File: src/phy_cfg_pkg.sv
// Constants, field positions and types shared by the strap, negotiation and link logic.
package phy_cfg_pkg;

    // Clock rate.
    localparam int CLK_PERIOD_NS = 10;

    // Fast link pulse burst timing.
    localparam int FLP_SPACING_NS = 62500;
    localparam int FLP_SPACING_CYC = FLP_SPACING_NS / CLK_PERIOD_NS;
    localparam int FLP_POSITIONS = 33;

    // 100 Mbps link criteria.
    localparam int LINK_LOCK_MS = 50;
    localparam int LINK_LOCK_CYC = LINK_LOCK_MS * 1000000 / CLK_PERIOD_NS;
    localparam int IDLE_WINDOW_MS = 2;
    localparam int IDLE_WINDOW_CYC = IDLE_WINDOW_MS * 1000000 / CLK_PERIOD_NS;
    localparam logic [3:0] IDLE_RUN_MIN = 4'hc;

    // Negotiation and strap settling.
    localparam logic [1:0] SAME_PAGES_MIN = 2'h3;
    localparam logic [1:0] STRAP_SETTLE_CYC = 2'h3;

    // Control word field positions.
    localparam int CTL_SW_RESET_BIT = 15;
    localparam int CTL_SPEED_BIT = 13;
    localparam int CTL_ANEG_BIT = 12;
    localparam int CTL_DUPLEX_BIT = 8;
    localparam logic [15:0] CTL_RESET_VAL = 16'h0000;

    // Advertisement and page field positions.
    localparam int ADV_10H_BIT = 5;
    localparam int ADV_10F_BIT = 6;
    localparam int ADV_100H_BIT = 7;
    localparam int ADV_100F_BIT = 8;
    localparam int PAGE_ACK_BIT = 14;
    localparam int PAGE_NP_BIT = 15;
    localparam logic [4:0] SELECTOR_8023 = 5'h01;
    localparam logic [15:0] ADV_RESET_VAL = 16'h0001;
    localparam logic [15:0] NP_TX_RESET_VAL = 16'h0000;

    // Management write targets.
    localparam logic [1:0] MGMT_SEL_CTL = 2'h0;
    localparam logic [1:0] MGMT_SEL_ADV = 2'h1;
    localparam logic [1:0] MGMT_SEL_NP_TX = 2'h2;

    typedef enum logic [2:0] {
        AN_OFF = 3'h0,
        AN_START = 3'h1,
        AN_ABILITY = 3'h2,
        AN_NEXT = 3'h3,
        AN_DONE = 3'h4,
        AN_PARALLEL = 3'h5
    } an_state_t;

endpackage : phy_cfg_pkg

File: src/phy_strap_config_autoneg_link.sv
// Strap decoding, auto-negotiation and link establishment for one port.
`timescale 1ns/1ns
module phy_strap_config_autoneg_link #(
    parameter int unsigned LOCK_CYC = phy_cfg_pkg::LINK_LOCK_CYC,
    parameter int unsigned IDLE_WIN_CYC = phy_cfg_pkg::IDLE_WINDOW_CYC,
    parameter int unsigned FLP_SPACE_CYC = phy_cfg_pkg::FLP_SPACING_CYC
) (
    // Clock and reset
    input wire logic clk_sys_i,
    input wire logic nrst_i,
    // Strap pins
    input wire logic media_select_strap_i,
    input wire logic negotiation_enable_strap_i,
    input wire logic rate_select_strap_i,
    input wire logic duplex_select_strap_i,
    input wire logic hw_control_strap_i,
    // Management
    input wire logic mgmt_wr_i,
    input wire logic [1:0] mgmt_wr_sel_i,
    input wire logic [15:0] mgmt_wdata_i,
    input wire logic status_rd_i,
    // Line receive indications
    input wire logic rx_page_valid_i,
    input wire logic [15:0] rx_page_i,
    input wire logic nlp_detect_i,
    input wire logic symbol_valid_i,
    input wire logic symbol_idle_i,
    input wire logic descrambler_lock_i,
    input wire logic link10_good_i,
    // Register contents
    output logic [15:0] ctl_reg_o,
    output logic [15:0] adv_reg_o,
    output logic [15:0] np_tx_reg_o,
    output logic [15:0] lp_base_o,
    output logic [15:0] lp_next_o,
    // Page status
    output logic page_rcvd_o,
    output logic lp_np_able_o,
    output logic base_page_o,
    output logic page_rcvd_ext_o,
    // Link status
    output logic fiber_mode_o,
    output logic link_up_o,
    output logic speed_100_o,
    output logic full_duplex_o,
    output logic aneg_done_o,
    output logic parallel_det_o,
    // Line transmit
    output logic flp_pulse_o
);
    import phy_cfg_pkg::*;

    logic rst_meta;
    logic rst_n;
    logic [4:0] strap_meta;
    logic [4:0] strap_sync;
    logic [4:0] strap_cap;
    logic [1:0] settle_cnt;
    logic captured;
    logic cap_load;
    logic [15:0] def_ctl;
    logic [15:0] def_adv;
    logic [15:0] ctl_reg;
    logic [15:0] adv_reg;
    logic [15:0] np_tx_reg;
    logic sw_rst;
    logic wr_ok;
    logic aneg_en;
    logic aneg_en_q;
    an_state_t state;
    logic [1:0] same_cnt;
    logic [15:0] last_rx;
    logic ack_tx;
    logic [15:0] next_tx_page;
    logic tx_start;
    logic tx_busy;
    logic link_lost;
    logic link_eligible;
    logic [31:0] lock_cnt;
    logic [31:0] win_cnt;
    logic [3:0] run_cnt;
    logic run_seen;
    logic [3:0] common;

    // Reset release is synchronised so all flops leave reset on the same edge.
    always_ff @(posedge clk_sys_i or negedge nrst_i)
    begin
        if (!nrst_i)
        begin
            rst_meta <= 1'b0;
            rst_n <= 1'b0;
        end
        else
        begin
            rst_meta <= 1'b1;
            rst_n <= rst_meta;
        end
    end

    always_ff @(posedge clk_sys_i or negedge rst_n)
    begin
        if (!rst_n)
        begin
            strap_meta <= 5'h00;
            strap_sync <= 5'h00;
        end
        else
        begin
            strap_meta <= {hw_control_strap_i, media_select_strap_i,
                negotiation_enable_strap_i, rate_select_strap_i, duplex_select_strap_i};
            strap_sync <= strap_meta;
        end
    end

    // Straps are taken once, after the synchroniser has filled with real pin levels.
    always_ff @(posedge clk_sys_i or negedge rst_n)
    begin
        if (!rst_n)
        begin
            settle_cnt <= 2'h0;
            captured <= 1'b0;
            cap_load <= 1'b0;
            strap_cap <= 5'h00;
            fiber_mode_o <= 1'b0;
        end
        else
        begin
            cap_load <= 1'b0;
            if (!captured)
            begin
                settle_cnt <= settle_cnt + 2'h1;
                if (settle_cnt == STRAP_SETTLE_CYC - 2'h1)
                begin
                    captured <= 1'b1;
                    cap_load <= 1'b1;
                    strap_cap <= strap_sync;
                    fiber_mode_o <= !strap_sync[3];
                end
            end
        end
    end

    always_comb
    begin
        def_ctl = CTL_RESET_VAL;
        def_adv = ADV_RESET_VAL;
        def_adv[4:0] = SELECTOR_8023;
        if (!strap_cap[3])
        begin
            def_ctl[CTL_SPEED_BIT] = 1'b1;
            def_ctl[CTL_DUPLEX_BIT] = strap_cap[0];
            def_adv[8:5] = 4'hf;
        end
        else if (strap_cap[2])
        begin
            def_ctl[CTL_ANEG_BIT] = 1'b1;
            def_ctl[CTL_SPEED_BIT] = 1'b1;
            def_ctl[CTL_DUPLEX_BIT] = 1'b1;
            case (strap_cap[1:0])
                2'h3: def_adv[8:5] = 4'hf;
                2'h2: def_adv[8:5] = 4'hc;
                2'h1: def_adv[8:5] = 4'h3;
                default: def_adv[8:5] = 4'h5;
            endcase
        end
        else
        begin
            def_ctl[CTL_SPEED_BIT] = strap_cap[1];
            def_ctl[CTL_DUPLEX_BIT] = strap_cap[0];
            def_adv[8:5] = 4'hf;
        end
    end

    assign wr_ok = mgmt_wr_i && captured && !strap_cap[4];

    // A software reset lasts one cycle and reuses the strap values caught at hardware reset.
    always_ff @(posedge clk_sys_i or negedge rst_n)
    begin
        if (!rst_n)
        begin
            sw_rst <= 1'b0;
        end
        else
        begin
            sw_rst <= wr_ok && (mgmt_wr_sel_i == MGMT_SEL_CTL) && mgmt_wdata_i[CTL_SW_RESET_BIT];
        end
    end

    always_ff @(posedge clk_sys_i or negedge rst_n)
    begin
        if (!rst_n)
        begin
            ctl_reg <= CTL_RESET_VAL;
            adv_reg <= ADV_RESET_VAL;
            np_tx_reg <= NP_TX_RESET_VAL;
        end
        else if (cap_load || sw_rst)
        begin
            ctl_reg <= def_ctl;
            adv_reg <= def_adv;
            np_tx_reg <= NP_TX_RESET_VAL;
        end
        else if (wr_ok)
        begin
            case (mgmt_wr_sel_i)
                MGMT_SEL_CTL: ctl_reg <= mgmt_wdata_i & ~(16'h0001 << CTL_SW_RESET_BIT);
                MGMT_SEL_ADV: adv_reg <= mgmt_wdata_i;
                MGMT_SEL_NP_TX: np_tx_reg <= mgmt_wdata_i;
                default: ctl_reg <= ctl_reg;
            endcase
        end
    end

    assign aneg_en = ctl_reg[CTL_ANEG_BIT] && strap_cap[3];
    assign common = adv_reg[8:5] & lp_base_o[8:5];
    assign tx_start = ((state == AN_ABILITY) || (state == AN_NEXT)) && !tx_busy;

    always_comb
    begin
        next_tx_page = adv_reg;
        next_tx_page[PAGE_ACK_BIT] = ack_tx;
        if (state == AN_NEXT)
        begin
            next_tx_page = np_tx_reg;
            next_tx_page[PAGE_ACK_BIT] = 1'b1;
        end
    end

    flp_burst_tx #(
        .SPACING_CYC(FLP_SPACE_CYC),
        .POSITIONS(FLP_POSITIONS)
    ) u_flp_tx (
        .clk_sys_i(clk_sys_i),
        .rst_n_i(rst_n),
        .start_i(tx_start),
        .page_i(next_tx_page),
        .pulse_o(flp_pulse_o),
        .busy_o(tx_busy)
    );

    // Negotiation sequence and operating mode.
    always_ff @(posedge clk_sys_i or negedge rst_n)
    begin
        if (!rst_n)
        begin
            state <= AN_OFF;
            aneg_en_q <= 1'b0;
            same_cnt <= 2'h0;
            last_rx <= 16'h0000;
            ack_tx <= 1'b0;
            lp_base_o <= 16'h0000;
            lp_next_o <= 16'h0000;
            speed_100_o <= 1'b0;
            full_duplex_o <= 1'b0;
            aneg_done_o <= 1'b0;
            parallel_det_o <= 1'b0;
        end
        else
        begin
            aneg_en_q <= aneg_en;
            if (!aneg_en || sw_rst || cap_load)
            begin
                state <= aneg_en ? AN_START : AN_OFF;
                aneg_done_o <= 1'b0;
                parallel_det_o <= 1'b0;
            end
            else
            begin
                case (state)
                    AN_OFF:
                    begin
                        state <= AN_START;
                    end
                    AN_START:
                    begin
                        same_cnt <= 2'h0;
                        ack_tx <= 1'b0;
                        aneg_done_o <= 1'b0;
                        parallel_det_o <= 1'b0;
                        state <= AN_ABILITY;
                    end
                    AN_ABILITY:
                    begin
                        if (nlp_detect_i)
                        begin
                            speed_100_o <= 1'b0;
                            full_duplex_o <= 1'b0;
                            parallel_det_o <= 1'b1;
                            state <= AN_PARALLEL;
                        end
                        else if (symbol_valid_i && symbol_idle_i)
                        begin
                            speed_100_o <= 1'b1;
                            full_duplex_o <= 1'b0;
                            parallel_det_o <= 1'b1;
                            state <= AN_PARALLEL;
                        end
                        else if (rx_page_valid_i)
                        begin
                            last_rx <= rx_page_i;
                            if (rx_page_i != last_rx || same_cnt == 2'h0)
                            begin
                                same_cnt <= 2'h1;
                            end
                            else if (same_cnt != SAME_PAGES_MIN)
                            begin
                                same_cnt <= same_cnt + 2'h1;
                            end
                            if (rx_page_i == last_rx && same_cnt >= SAME_PAGES_MIN - 2'h1)
                            begin
                                ack_tx <= 1'b1;
                                lp_base_o <= rx_page_i;
                                if (ack_tx && rx_page_i[PAGE_ACK_BIT])
                                begin
                                    if (adv_reg[PAGE_NP_BIT] && rx_page_i[PAGE_NP_BIT])
                                    begin
                                        state <= AN_NEXT;
                                    end
                                    else
                                    begin
                                        state <= AN_DONE;
                                    end
                                end
                            end
                        end
                    end
                    AN_NEXT:
                    begin
                        if (rx_page_valid_i)
                        begin
                            lp_next_o <= rx_page_i;
                            if (!np_tx_reg[PAGE_NP_BIT] && !rx_page_i[PAGE_NP_BIT])
                            begin
                                state <= AN_DONE;
                            end
                        end
                    end
                    AN_DONE:
                    begin
                        aneg_done_o <= 1'b1;
                        speed_100_o <= common[3] || common[2];
                        full_duplex_o <= common[3] || (!common[2] && common[1]);
                        if (link_lost)
                        begin
                            state <= AN_START;
                        end
                    end
                    AN_PARALLEL:
                    begin
                        if (link_lost)
                        begin
                            state <= AN_START;
                        end
                    end
                    default:
                    begin
                        state <= AN_START;
                    end
                endcase
            end
            if (!aneg_en)
            begin
                speed_100_o <= ctl_reg[CTL_SPEED_BIT];
                full_duplex_o <= ctl_reg[CTL_DUPLEX_BIT];
            end
        end
    end

    // Page status flags: a new page in the read cycle keeps the flag set.
    always_ff @(posedge clk_sys_i or negedge rst_n)
    begin
        if (!rst_n)
        begin
            page_rcvd_o <= 1'b0;
            page_rcvd_ext_o <= 1'b0;
            lp_np_able_o <= 1'b0;
            base_page_o <= 1'b0;
        end
        else
        begin
            if (status_rd_i)
            begin
                page_rcvd_o <= 1'b0;
                page_rcvd_ext_o <= 1'b0;
                lp_np_able_o <= 1'b0;
            end
            if (state == AN_START)
            begin
                lp_np_able_o <= 1'b0;
                base_page_o <= 1'b0;
            end
            if (rx_page_valid_i && ((state == AN_ABILITY) || (state == AN_NEXT)))
            begin
                page_rcvd_o <= 1'b1;
                page_rcvd_ext_o <= 1'b1;
                base_page_o <= (state == AN_ABILITY);
                if (state == AN_ABILITY && rx_page_i[PAGE_NP_BIT])
                begin
                    lp_np_able_o <= 1'b1;
                end
            end
        end
    end

    assign link_eligible = !aneg_en || (state == AN_DONE) || (state == AN_PARALLEL);

    // Link criteria; the idle window restarts whenever the link is newly up.
    always_ff @(posedge clk_sys_i or negedge rst_n)
    begin
        if (!rst_n)
        begin
            link_up_o <= 1'b0;
            link_lost <= 1'b0;
            lock_cnt <= 32'h0;
            win_cnt <= 32'h0;
            run_cnt <= 4'h0;
            run_seen <= 1'b0;
        end
        else
        begin
            link_lost <= 1'b0;
            if (!link_eligible)
            begin
                link_up_o <= 1'b0;
                lock_cnt <= 32'h0;
            end
            else if (!speed_100_o)
            begin
                link_up_o <= link10_good_i;
                link_lost <= link_up_o && !link10_good_i;
            end
            else if (!link_up_o)
            begin
                win_cnt <= 32'h0;
                run_cnt <= 4'h0;
                run_seen <= 1'b0;
                lock_cnt <= descrambler_lock_i ? lock_cnt + 32'h1 : 32'h0;
                if (descrambler_lock_i && lock_cnt == LOCK_CYC - 1)
                begin
                    link_up_o <= 1'b1;
                end
            end
            else
            begin
                if (symbol_valid_i)
                begin
                    run_cnt <= symbol_idle_i ? run_cnt + {3'h0, run_cnt != IDLE_RUN_MIN} : 4'h0;
                end
                if (run_cnt == IDLE_RUN_MIN)
                begin
                    run_seen <= 1'b1;
                end
                if (win_cnt == IDLE_WIN_CYC - 1)
                begin
                    win_cnt <= 32'h0;
                    run_seen <= 1'b0;
                    // A run finished in an earlier window must not keep the link up.
                    run_cnt <= 4'h0;
                    if (!run_seen && run_cnt != IDLE_RUN_MIN)
                    begin
                        link_up_o <= 1'b0;
                        link_lost <= 1'b1;
                        lock_cnt <= 32'h0;
                    end
                end
                else
                begin
                    win_cnt <= win_cnt + 32'h1;
                end
            end
        end
    end

    assign ctl_reg_o = ctl_reg;
    assign adv_reg_o = adv_reg;
    assign np_tx_reg_o = np_tx_reg;

endmodule : phy_strap_config_autoneg_link

File: src/flp_burst_tx.sv
// Fast link pulse burst generator: one 16-bit page per burst.
`timescale 1ns/1ns
module flp_burst_tx #(
    parameter int unsigned SPACING_CYC = phy_cfg_pkg::FLP_SPACING_CYC,
    parameter int unsigned POSITIONS = phy_cfg_pkg::FLP_POSITIONS
) (
    // Clock and reset
    input wire logic clk_sys_i,
    input wire logic rst_n_i,
    // Page request
    input wire logic start_i,
    input wire logic [15:0] page_i,
    // Line side
    output logic pulse_o,
    output logic busy_o
);
    logic [5:0] pos;
    logic [31:0] tick;
    logic [15:0] shift;

    always_ff @(posedge clk_sys_i or negedge rst_n_i)
    begin
        if (!rst_n_i)
        begin
            busy_o <= 1'b0;
            pulse_o <= 1'b0;
            pos <= 6'h00;
            tick <= 32'h0;
            shift <= 16'h0000;
        end
        else if (!busy_o)
        begin
            pulse_o <= start_i;
            if (start_i)
            begin
                busy_o <= 1'b1;
                pos <= 6'h00;
                tick <= 32'h0;
                shift <= page_i;
            end
        end
        else if (tick == SPACING_CYC - 1)
        begin
            tick <= 32'h0;
            if (pos == 6'(POSITIONS - 1))
            begin
                busy_o <= 1'b0;
                pulse_o <= 1'b0;
            end
            else
            begin
                pos <= pos + 6'h01;
                // Even positions carry the clock pulse, odd ones a data bit, first bit first.
                if (pos[0])
                begin
                    pulse_o <= 1'b1;
                end
                else
                begin
                    pulse_o <= shift[0];
                    shift <= {1'b0, shift[15:1]};
                end
            end
        end
        else
        begin
            tick <= tick + 32'h1;
            pulse_o <= 1'b0;
        end
    end

endmodule : flp_burst_tx

File: config.mk
export PLATFORM = sky130hd
export DESIGN_NAME = phy_strap_config_autoneg_link
export DESIGN_NICKNAME = d
export VERILOG_FILES = /design/src/phy_cfg_pkg.sv /design/src/phy_strap_config_autoneg_link.sv /design/src/flp_burst_tx.sv
export SDC_FILE = /design/constraint.sdc
export NUM_CORES = 1
export LEC_CHECK = 0
export BUFFER_PORTS_ARGS = -buffer_cell sky130_fd_sc_hd__buf_2
export CORE_UTILIZATION = 40
export DETAILED_ROUTE_END_ITERATION = 6
export GPL_TIMING_DRIVEN = 1
export PLACE_DENSITY = 0.62
export SLEW_MARGIN = 30
export SYNTH_ARGS = -nofsm -noshare
export SYNTH_HDL_FRONTEND = slang
export SYNTH_SLANG_ARGS = --single-unit
File: constraint.sdc
create_clock -name clk_sys_i -period 17.59 [get_ports clk_sys_i]
set_clock_uncertainty 0.2 [all_clocks]
set_input_delay 1.759 -clock clk_sys_i [delete_from_list [all_inputs] [get_ports clk_sys_i]]
set_output_delay 1.759 -clock clk_sys_i [all_outputs]
set_load 0.05 [all_outputs]
[Word-level counts from Yosys, hierarchy flattened]
Index checks and enable logic that the tools add are counted.
Operators by class
  add/subtract/negate cells: 7
  magnitude comparators: 1
  eq/ne operators: 43
  multiplexer cells: 114
  bitwise operators: 5
  reductions and logical operators: 66
Operator list (number)
  $mux W32: 11
  $mux W16: 15
  $add A32 B1 Y32 const B: 3
  $mux W1: 55
  $eq A32 B13 Y1 const B: 1
  $eq A32 B18 Y1 const B: 1
  $eq A32 B23 Y1 const B: 1
  $mux W3: 10
  $mux W4: 6
  $mux W6: 4
  $reduce_and A6 Y1: 4
  $ne A2 B2 Y1 const B: 10
  $reduce_and A3 Y1: 6
  $logic_and A1 B1 Y1: 17
  $eq A16 B16 Y1: 1
  $ne A16 B16 Y1: 1
  $reduce_bool A2 Y1: 8
  $ne A5 B5 Y1 const B: 3
  $ne A4 B4 Y1 const B: 3
  $pmux W3 S4: 1
  $pmux W4 S3: 1
  $reduce_and A2 Y1: 6
  $mux W2: 5
  $pmux W1 S2: 5
  24 further kinds: 58
Word-level totals
  flip-flop bits (word level): 259
  word-level logic and storage cells: 273

[Logic depth before layout (Yosys ltp)]
Gate-level depths: netlist of run 1.
  depth in word-level cells: 9
  gate-level depth with buffers: 10
  gate-level depth less buffers: 10

[Hierarchy]
From an unflattened synthesis of run 1, not the netlist that was laid out.
Second synthesis, totals
  cells, all modules: 1350
  area, all modules: 13147.6 um2
Modules (own cells, without submodules)
  phy_strap_config_autoneg_link: instances 1, cells each 984, area each 9774.4 um2
  flp_burst_tx: instances 1, cells each 366, area each 3373.2 um2

[Worst setup path before layout of run 1]
No wires, ideal clock.
  path kind: input -> register
  start: input port rx_page_i[6]
  end: register lp_base_o[10]
  setup time: 125 ps
  arrival: 3318 ps
  slack: 13947 ps
  stages: 6
  path buffers: 1
  path through: xor2_1 -> nor4_1 -> nand4_2 -> nor3_4 -> buf_8 -> mux2_2
On the way
  word-level cells in the longest chain between the ends: 3
Ends and longest elaborated chain
  from (decl): line phy_strap_config_autoneg_link.sv:24  | input wire logic [15:0] rx_page_i,
  $eq A16 B16 Y1: line phy_strap_config_autoneg_link.sv:309  | if (rx_page_i == last_rx && same_cnt >= SAME_PAGES_MIN - 2'h1)
  $logic_and A1 B1 Y1: line phy_strap_config_autoneg_link.sv:309
  $reduce_and A6 Y1 (no line)
  to (signal assigned): line phy_strap_config_autoneg_link.sv:312  | lp_base_o <= rx_page_i;
  to (decl): line phy_strap_config_autoneg_link.sv:34  | output logic [15:0] lp_base_o,
No other way between the ends.
A chain may end at the register's enable or synchronous reset.

[Worst setup path in the final report of run 1]
  start: input port symbol_valid_i
  end: register lp_base_o[15]
On the way
  word-level cells in the longest chain between the ends: 3
Ends and longest elaborated chain
  from (decl): line phy_strap_config_autoneg_link.sv:26  | input wire logic symbol_valid_i,
  $logic_and A1 B1 Y1: line phy_strap_config_autoneg_link.sv:291  | else if (symbol_valid_i && symbol_idle_i)
  $not A1 Y1 (no line)
  $reduce_and A6 Y1 (no line)
No other way between the ends.

==> results of run 1 <==
-- final cells by class --
cell class | count | area (sq um)
antenna | 3 | 7.51
clock buffer | 38 | 842
clock inverter | 17 | 250
fill | 2924 | 16600
inverter | 33 | 124
multi-input combinational | 962 | 6110
sequential | 258 | 6460
tap | 435 | 544
timing repair buffer | 155 | 826
-- sequential cells by signal (all words and copies together) (netlist names), 3 cells and up --
| register | count |
|---|---|
| adv_reg_o | 16 |
| ctl_reg_o | 15 |
| last_rx | 16 |
| lock_cnt | 32 |
| lp_base_o | 16 |
| lp_next_o | 16 |
| np_tx_reg_o | 16 |
| run_cnt | 4 |
| state | 3 |
| strap_cap | 5 |
| strap_meta | 5 |
| strap_sync | 5 |
| u_flp_tx.pos | 6 |
| u_flp_tx.shift | 16 |
| u_flp_tx.tick | 32 |
| win_cnt | 32 |
-- through the flow --
step	util [%]	setup slack [ns]	area [sq um]
finish	47.7	13.72	15200
global route	47.7	13.58	15200
CTS	47.6	13.75	15100
detailed placement	44.2	13.17	14000
floorplan	-	9.67	13000
global placement	44.1	13.26	14000
-- logic make-up (layout without fill, tap and decap cells) --
kind of cell | Yosys count | after routing | share of synthesized area [%]
AO/OA/AOI/OAI | 272 | 272 | 13.2
XOR/XNOR | 41 | 41 | 2.76
adder cells (fa/ha/maj) | 13 | 13 | 1.25
buffers and inverters | 106 | 243 | 3.54
flip-flops | 258 | 258 | 49.7
multiplexers | 97 | 97 | 8.16
other | 2 | 5 | 0.0578
AND/OR/NAND/NOR | 537 | 537 | 21.3
-- critical path, stage by stage --
cell	delay, ns
buf_2	0.15
a21o_1	0.24
nor3_4	0.18
nand3_2	0.46
nor3_4	0.90
mux2_2	0.41
-- placed cells by master (no fill, tap or decap), types with 13 or more instances in the layout --
| master | synthesis | layout |
|---|---|---|
| nor4_1 | 36 | 35 |
| nand3_1 | 66 | 66 |
| xnor2_1 | 23 | 23 |
| a21o_1 | 26 | 26 |
| mux2_2 | 67 | 67 |
| buf_4 | 3 | 15 |
| clkbuf_16 | 0 | 31 |
| and3_1 | 26 | 26 |
| nor2_1 | 68 | 67 |
| and4_1 | 15 | 15 |
| a21oi_1 | 68 | 68 |
| nand4_1 | 32 | 32 |
| buf_2 | 12 | 138 |
| nand2_1 | 178 | 178 |
| and2_1 | 14 | 14 |
| a31oi_1 | 33 | 33 |
| nor3_1 | 29 | 29 |
| ha_1 | 13 | 13 |
| inv_1 | 32 | 32 |
| mux2i_1 | 29 | 29 |
| xor2_1 | 18 | 18 |
| o21ai_0 | 65 | 65 |
| dfrtp_1 | 257 | 256 |
-- worst min path at each step --
stage / end / slack [ns] / from
finish: strap_sync[0] / 0.14 / strap_meta[0]
global route: strap_sync[3] / 0.15 / strap_meta[3]
CTS: strap_sync[2] / 0.15 / strap_meta[2]
detailed placement: strap_sync[2] / 0.14 / strap_meta[2]
global placement: strap_sync[4] / 0.13 / strap_meta[4]
floorplan: rst_n / 0.13 / rst_meta
-- power breakdown --
group,switching [mW],internal [mW],leakage [nW]
clock,0.257,0.425,0.531
sequential,0.0414,0.632,3.26
combinational,0.200,0.0726,3.28
-- layer usage --
metal	routed length (um)	vias up	part of all wire, %	track usage [%]
met2	15100	306	45	32.2
met5	0	-	0	0
met1	15200	5194	46	27.8
li1	-	5057	-	-
met4	828	0	2.5	6.25
met3	2190	48	6.6	4.21
==> impl_metrics.py, run 1 <==
metrics = {
    "outcome": {
        "status": "completed",
    },
    "placed_design": {
        "portBuffers": 138,
        "gp_congestion": 0.844,
        "dp.cells": 1843,
        "dp.final_hpwl_um": 22600,
    },
    "setup_path": {
        "critPathKind": "input port to register",
        "arrival_ns": 4.10,
        "setup.worst_path.start": "symbol_valid_i",
        "r2r_end": "lp_base_o[15]",
        "r2r_start": "state[2]",
        "start_kind": "input port",
        "r2r_cells": 5,
        "r2r_setup_slack_ns": 14.24,
        "crit_path_max_fanout": 19,
        "worstPathRequired_ns": 17.82,
        "critPathCapture": "lp_base_o[15]",
        "end_kind": "register",
    },
    "power": {
        "pwr_density_cell_mw_per_mm2": 107,
        "ir_drop_uv": 74.5,
        "leakage_nw": 7.08,
        "p_total_mw": 1.63,
    },
    "cts": {
        "postCtsSetupBuffers": 0,
        "cts_resized": 0,
        "hold_buffers": 0,
        "cts_num_sinks": 258,
        "cts_htree_levels": 1,
        "cts_max_path_buffers": 3,
        "cts_buffers": 30,
        "cts_tree": "done",
        "clk-insertion-delay-late_ns": 0.56,
        "cts-root-buf": "clkbuf_16",
        "clk_pin_slew_ns": 0.06,
    },
    "hold_path": {
        "hp-class": "register to register",
        "holdPathStages": 0,
    },
    "global_routing": {
        "grt_max_degree": 81,
        "grt_usage_pct": 20.3,
        "grt_overflow_total": 0,
        "grt_pass1_wl_um": 55200,
        "grt_pass1_vias": 10442,
        "antenna_found_initial": 2,
    },
    "route": {
        "ant_nets": 0,
        "vias_per_cell": 5.58,
        "num_vias": 10605,
        "drc_errors": 0,
        "drtIter0Drc": 806,
        "wl_per_cell_um": 17.5,
        "routed_wl_um": 33300,
        "dr.pass1.iters": 6,
    },
    "sta": {
        "max-slew-margin-rel_pct": 36.3,
        "tightest_slew_ns": 0.953,
        "rsz0062_at_grt": "false",
        "finalCritPeriodShare_pct": 22.0,
        "setup_violations": 0,
        "whs_ns": 0.145,
        "fmax_mhz": 258,
        "finalMaxSlewViolations": 0,
        "finalSetupTns_ns": 0,
        "hold_violations": 0,
        "fin_crit_ns": 3.87,
    },
    "logic_synthesis": {
        "ys_warn_count": 0,
        "ys_seq_elements": 258,
        "netlist_area_sq_mm": 0.0130,
        "syn_nets": 1388,
        "ys.flop_type": "dfrtp_1",
        "syn_inst": 1326,
        "synth_most_common_cell": "dfrtp_1",
        "avgSynthCellArea_sq_um": 9.80,
        "synth_cell_types": 76,
        "synth-seq-area-share_pct": 49.7,
        "async_flop_share_pct": 100,
        "synth_area_leaders": "dfrtp_1, mux2_2, nand2_1, a21oi_1, nand3_1",
        "yosysTopAreaCell": "dfrtp_1",
        "synth_edf_count": 0,
        "yosys.area.top_type_share_pct": 49.5,
        "synth_common_cells": "dfrtp_1, nand2_1, a21oi_1, nor2_1, mux2_2",
    },
    "floorplanning": {
        "num_rows": 65,
        "io_pins": 140,
        "initial_core_util_pct": 40.9,
        "design.core.area_sq_mm": 0.0318,
        "die_h_um": 182,
        "die_area_sq_mm": 0.0332,
        "die-width_um": 182,
    },
    "job": {
        "drv_cap": 0,
    },
    "finish": {
        "fin_nets": 1502,
        "drive_gt1_share_pct": 20.4,
        "areaGrowthSynthToFinish_pct": 16.7,
        "stdcell_count": 1901,
    },
}
Power figures use the tool's default switching activity.
==> run 2, diff against run 1 <==
- ABC_AREA: not set -> 1
- PLACE_DENSITY: 0.62 -> 0.64
- clock period: 17.59 -> 3.3 ns (I/O delays scaled with it)
==> impl_metrics.py, run 2 <==
metrics = {
    "outcome": {
        "status": "completed",
    },
    "power": {
        "p_seq_share_pct": 44.6,
        "p_comb_share_pct": 18.4,
        "pwr_density_cell_mw_per_mm2": 491,
        "leakage_nw": 7.82,
        "swShare_pct": 31.8,
        "p_switching_mw": 2.54,
        "cell_internal_pwr_mw": 5.44,
        "ir_drop_uv": 509,
        "p_clk_share_pct": 37.0,
    },
    "cts": {
        "cts_num_sinks": 258,
        "cts_max_path_buffers": 3,
        "cts-root-buf": "clkbuf_16",
        "clk_pin_slew_ns": 0.06,
        "cts_resized": 0,
        "clk-insertion-delay-late_ns": 0.54,
        "cts_htree_levels": 1,
        "cts_tree": "done",
        "cts_buffers": 28,
    },
    "route": {
        "routed_wl_um": 35100,
        "ant_nets": 0,
        "vias_per_cell": 5.09,
        "num_vias": 12367,
        "wl_per_cell_um": 14.4,
        "dr.pass1.iters": 6,
        "drtIter0Drc": 780,
        "drc_errors": 0,
    },
    "setup_path": {
        "crit_path_max_fanout": 24,
        "arrival_ns": 2.73,
        "worstPathRequired_ns": 3.56,
        "critPathKind": "register to register",
        "slowest_stage": "a21oi_4",
        "cp_slowest_stage_delay_ns": 0.64,
        "r2r_setup_slack_ns": 0.83,
        "crit_chain": "ha_1 -> nand3_1 -> nor3_2 -> nand4_1 -> a21oi_4 -> buf_4 -> nand2_1 -> o21ai_2",
        "end_kind": "register",
        "start_kind": "register",
    },
    "sta": {
        "whs_ns": 0.0788,
        "finalMaxSlewViolations": 0,
        "finalSetupTns_ns": 0,
        "fin_crit_ns": 2.47,
        "setup_slack_ns": 0.829,
        "rsz0062_at_grt": "false",
        "setup_violations": 0,
        "fmax_mhz": 405,
        "max-slew-margin-rel_pct": 46.0,
        "hold_violations": 0,
        "finalCritPeriodShare_pct": 74.9,
        "tightest_slew_ns": 0.804,
    },
    "logic_synthesis": {
        "synth_edf_count": 0,
        "synth_area_leaders": "dfrtp_1, nand2_1, inv_1, nor2_1, o21ai_0",
        "async_flop_share_pct": 100,
        "ys_seq_elements": 258,
        "yosysTopAreaCell": "dfrtp_1",
        "avgSynthCellArea_sq_um": 7.73,
        "synth_most_common_cell": "nand2_1",
        "yosys.area.top_type_share_pct": 46.7,
        "ys_warn_count": 0,
        "syn_inst": 1782,
        "ys.flop_type": "dfrtp_1",
        "netlist_area_sq_mm": 0.0138,
        "synth_common_cells": "nand2_1, dfrtp_1, inv_1",
        "synth-seq-area-share_pct": 46.9,
        "syn_nets": 1844,
        "synth_cell_types": 56,
    },
    "finish": {
        "reg_top3": "lock_cnt x32, u_flp_tx.tick x32, win_cnt x32",
        "layout_common_cells": "nand2_1, dfrtp_1, inv_1",
        "fin_nets": 2030,
        "design_area_sq_mm": 0.0163,
        "final_common_cell": "nand2_1",
        "areaGrowthSynthToFinish_pct": 18.1,
        "stdcell_count": 2432,
        "drive_gt1_share_pct": 14.4,
    },
    "placed_design": {
        "pre_cts_slack_ns": 0.817,
        "portBuffers": 138,
        "dp.final_hpwl_um": 25300,
        "gp_congestion": 0.932,
        "placed_area_sq_mm": 0.0149,
        "dp.cells": 2337,
    },
    "global_routing": {
        "grt_overflow_total": 0,
        "grt_pass1_wl_um": 60900,
        "antenna_found_initial": 2,
        "grt_usage_pct": 20.6,
        "grt_max_degree": 45,
        "grt_pass1_vias": 12301,
    },
    "floorplanning": {
        "num_rows": 67,
        "die-width_um": 188,
        "io_pins": 140,
        "die_h_um": 188,
        "initial_core_util_pct": 40.9,
        "die_area_sq_mm": 0.0352,
        "design.core.area_sq_mm": 0.0337,
    },
    "hold_path": {
        "hp-class": "input port to register",
    },
    "job": {
        "drv_cap": 0,
    },
}
## run 2: what timing repair did
action | 4_1_cts | 5_1_grt
hold buffers | 49 | 0
hold endpoints to repair | 110 | 0
setup endpoints to repair | 0 | 0
setup buffers | 0 | 0
## run 2: area by class of cell
cell class | count | area, sq um
flip-flops and latches | 258 | 6460
inverters | 200 | 761
diodes | 1 | 2.50
fillers | 3327 | 17400
clock buffers | 41 | 831
repair buffers | 208 | 1360
clock inverters | 4 | 20.0
multi-input cells | 1272 | 6260
well taps | 448 | 561
## run 2: worst max-delay path, delay by kind of cell, from the launching register on
kind	cells	cell delay [ns]
AOI/OAI and AO/OA	2	0.70
adders and majority gates	1	0.21
and+or+nand+nor	4	0.59
DFF	1	0.39
buffers and inverters	1	0.32
## run 2: cells by family after synthesis
kind of cell,Yosys count,synth area share (%)
compound gates,228,9.34
xor+xnor,39,2.48
fa+ha+maj,13,1.18
buf+inv,252,7.63
flops,258,46.9
mux,2,0.145
other cells,2,0.0545
simple gates,988,32.3
## run 2: worst paths after layout
kind,startpoint,end,depth (start not counted)
worst max-delay path,win_cnt[0],lock_cnt[2],8
worst min register to register,strap_meta[1],strap_sync[1],0
worst max register to register,win_cnt[0],lock_cnt[2],8
min in group asynchronous,rst_n,np_tx_reg_o[3],0
worst min-delay path,descrambler_lock_i,lock_cnt[9],5
max in group asynchronous,rst_n,win_cnt[23],1
## run 2: layer usage
metal	global-route usage (%)	wire (um)	up-vias
met2	33.6	16200	300
met5	0	8	-
met3	3.59	2170	49
li1	-	-	6158
met4	5.03	568	2
met1	28.4	16200	5858
## run 2: power groups by stage
stage,combinational [mW],sequential (mW),clock (mW)
floorplan,0.566,4.06,0
global placement,1.42,3.60,0
detailed placement,1.43,3.61,0
CTS,1.48,3.56,3.04
global route,1.60,3.58,3.17
finish,1.47,3.56,2.96
## run 2: through the flow
stage | total power [mW] | utilization [%]
floorplan | 4.63 | -
global placement | 5.02 | 44.3
detailed placement | 5.04 | 44.3
CTS | 8.07 | 48.2
global route | 8.36 | 48.3
finish | 7.98 | 48.3
==> run 3, diff against run 2 <==
- PLACE_DENSITY: 0.64 -> 0.62
- clock period: 3.3 -> 2.4 ns (I/O delays scaled with it)
==> impl_metrics.py, run 3 (same netlist as run 2, synthesis figures left out) <==
metrics = {
    "route": {
        "drtIter0Drc": 794,
        "ant_nets": 0,
        "dr.pass1.iters": 5,
        "num_vias": 12449,
        "vias_per_cell": 5.08,
        "routed_wl_um": 35700,
        "wl_per_cell_um": 14.6,
        "drc_errors": 0,
    },
    "finish": {
        "final_common_cell": "nand2_1",
        "reg_top3": "lock_cnt x32, u_flp_tx.tick x32, win_cnt x32",
        "utilization_pct": 49.4,
        "drive_gt1_share_pct": 15.5,
        "fillerInstances": 3265,
        "design_area_sq_mm": 0.0167,
        "fin_nets": 2042,
        "stdcell_count": 2453,
        "layout_common_cells": "nand2_1, dfrtp_1, inv_1",
        "areaGrowthSynthToFinish_pct": 21.0,
    },
    "sta": {
        "hold_violations": 0,
        "max-slew-margin-rel_pct": 46.8,
        "finalCritPeriodShare_pct": 90.6,
        "tightest_slew_ns": 0.797,
        "fmax_mhz": 460,
        "setup_violations": 0,
        "finalSetupTns_ns": 0,
        "fin_crit_ns": 2.17,
        "finalMaxSlewViolations": 0,
    },
    "setup_path": {
        "start_kind": "register",
        "crit_path_max_fanout": 16,
        "path_buf_inv": 2,
        "r2r_start": "u_flp_tx.tick[1]",
        "crit_family": "simple AND/OR/NAND/NOR gates",
        "worstPathRequired_ns": 2.68,
        "setup.worst_path.start": "u_flp_tx.tick[1]",
        "arrival_ns": 2.46,
        "cp_slowest_stage_delay_ns": 0.39,
        "end_kind": "register",
        "slowest_stage": "dfrtp_1",
        "crit_chain": "inv_1 -> ha_1 -> nand2_1 -> nor2_1 -> nand4_1 -> nor3_1 -> nand2_2 -> nand2_4 -> buf_4 -> nand4_1 -> nand2_1",
        "critPathKind": "register to register",
    },
    "global_routing": {
        "grt_max_degree": 85,
        "grt_pass1_wl_um": 60500,
        "grt_overflow_total": 0,
        "grt_usage_pct": 20.6,
        "antenna_found_initial": 1,
        "grt_pass1_vias": 12076,
    },
    "hold_path": {
        "min_from": "mgmt_wr_i",
        "hp-class": "input port to register",
    },
    "placed_design": {
        "placed_area_sq_mm": 0.0150,
        "portBuffers": 138,
        "gp_congestion": 0.904,
        "dp.final_hpwl_um": 25600,
        "dp.cells": 2345,
    },
    "cts": {
        "cts_max_path_buffers": 3,
        "clk-insertion-delay-late_ns": 0.55,
        "cts_tree": "done",
        "clk_pin_slew_ns": 0.06,
        "cts-root-buf": "clkbuf_16",
        "cts_num_sinks": 258,
        "cts_htree_levels": 1,
        "cts_buffers": 30,
    },
    "floorplanning": {
        "num_rows": 67,
        "die-width_um": 188,
        "design.core.area_sq_mm": 0.0337,
        "io_pins": 140,
        "initial_core_util_pct": 40.9,
        "die_h_um": 188,
        "die_area_sq_mm": 0.0352,
    },
    "job": {
        "drv_cap": 0,
    },
    "power": {
        "pwr_density_cell_mw_per_mm2": 718,
        "p_total_mw": 12.0,
        "ir_drop_uv": 806,
        "leakage_nw": 8.00,
    },
    "outcome": {
        "status": "completed",
    },
}
==> run 3: cell count changes in the layout (fill, tap and decap cells not counted) <==
cell	change
clkinv_2	+4
clkbuf_16	+2
nand2_4	+1
buf_12	+5
clkinv_4	+3
clkbuf_8	-3
clkinvlp_4	+4
nand2_1	-1
buf_4	+3
clkbuf_1	-5
bufinv_16	+6
dlygate4sd3_1	+2
==> run 3: final cells by class <==
cell class / count / area (sq um) / share of cell area [%]
Tap cell: 448 / 561 / 3.36
Multi-Input combinational cell: 1272 / 6270 / 37.6
Antenna cell: 1 / 2.50 / 0.0150
Sequential cell: 258 / 6460 / 38.8
Clock buffer: 35 / 821 / 4.93
Clock inverter: 21 / 277 / 1.66
Inverter: 200 / 761 / 4.57
Timing Repair Buffer: 218 / 1510 / 9.04
==> run 3: worst paths after layout <==
path                                 endpoint  slack (ns)  cells past startpoint
max                        u_flp_tx.shift[11]        0.23                     11
min                              adv_reg_o[4]        0.02                      7
max reg2reg                u_flp_tx.shift[11]        0.23                     11
min reg2reg                      ctl_reg_o[3]        0.03                      0
max in group asynchronous              ack_tx        1.19                      1
min in group asynchronous        ctl_reg_o[3]        0.03                      0
==> run 3: routing by layer <==
metal	routed length (um)	vias to the layer above	track usage, %
met5	0	-	0
met4	764	0	5.47
met3	1910	56	3.18
met2	16200	303	33.6
met1	16800	5886	28.4
li1	-	6204	-
==> run 3: power by group <==
part	switching, mW	leakage, nW	internal (mW)
Combinational	1.54	4.12	0.549
Sequential	0.272	3.35	4.62
Clock	1.89	0.534	3.09
Total	3.70	8.00	8.26
==> run 3: what timing repair did <==
item,4_1_cts,5_1_grt
buffers inserted,0,0
endpoints found under the hold margin,123,0
gates resized for setup,0,2
hold buffers,51,0
endpoints found under the setup margin,0,11
==> run 3: worst min-delay path, delay by kind of cell <==
kind,cells,cell delay (ns)
simple gates,4,0.22
buf+inv,2,0.19
compound gates,1,0.06
==> run 3: per-stage QoR <==
step | worst slack, ns | hold slack [ns]
after floorplan | -0.388 | -0.256
after global placement | 0.257 | -0.174
after detailed placement | 0.191 | -0.167
after CTS | 0.188 | 0.00134
after global routing | -0.0170 | 0.0643
final | 0.226 | 0.0210
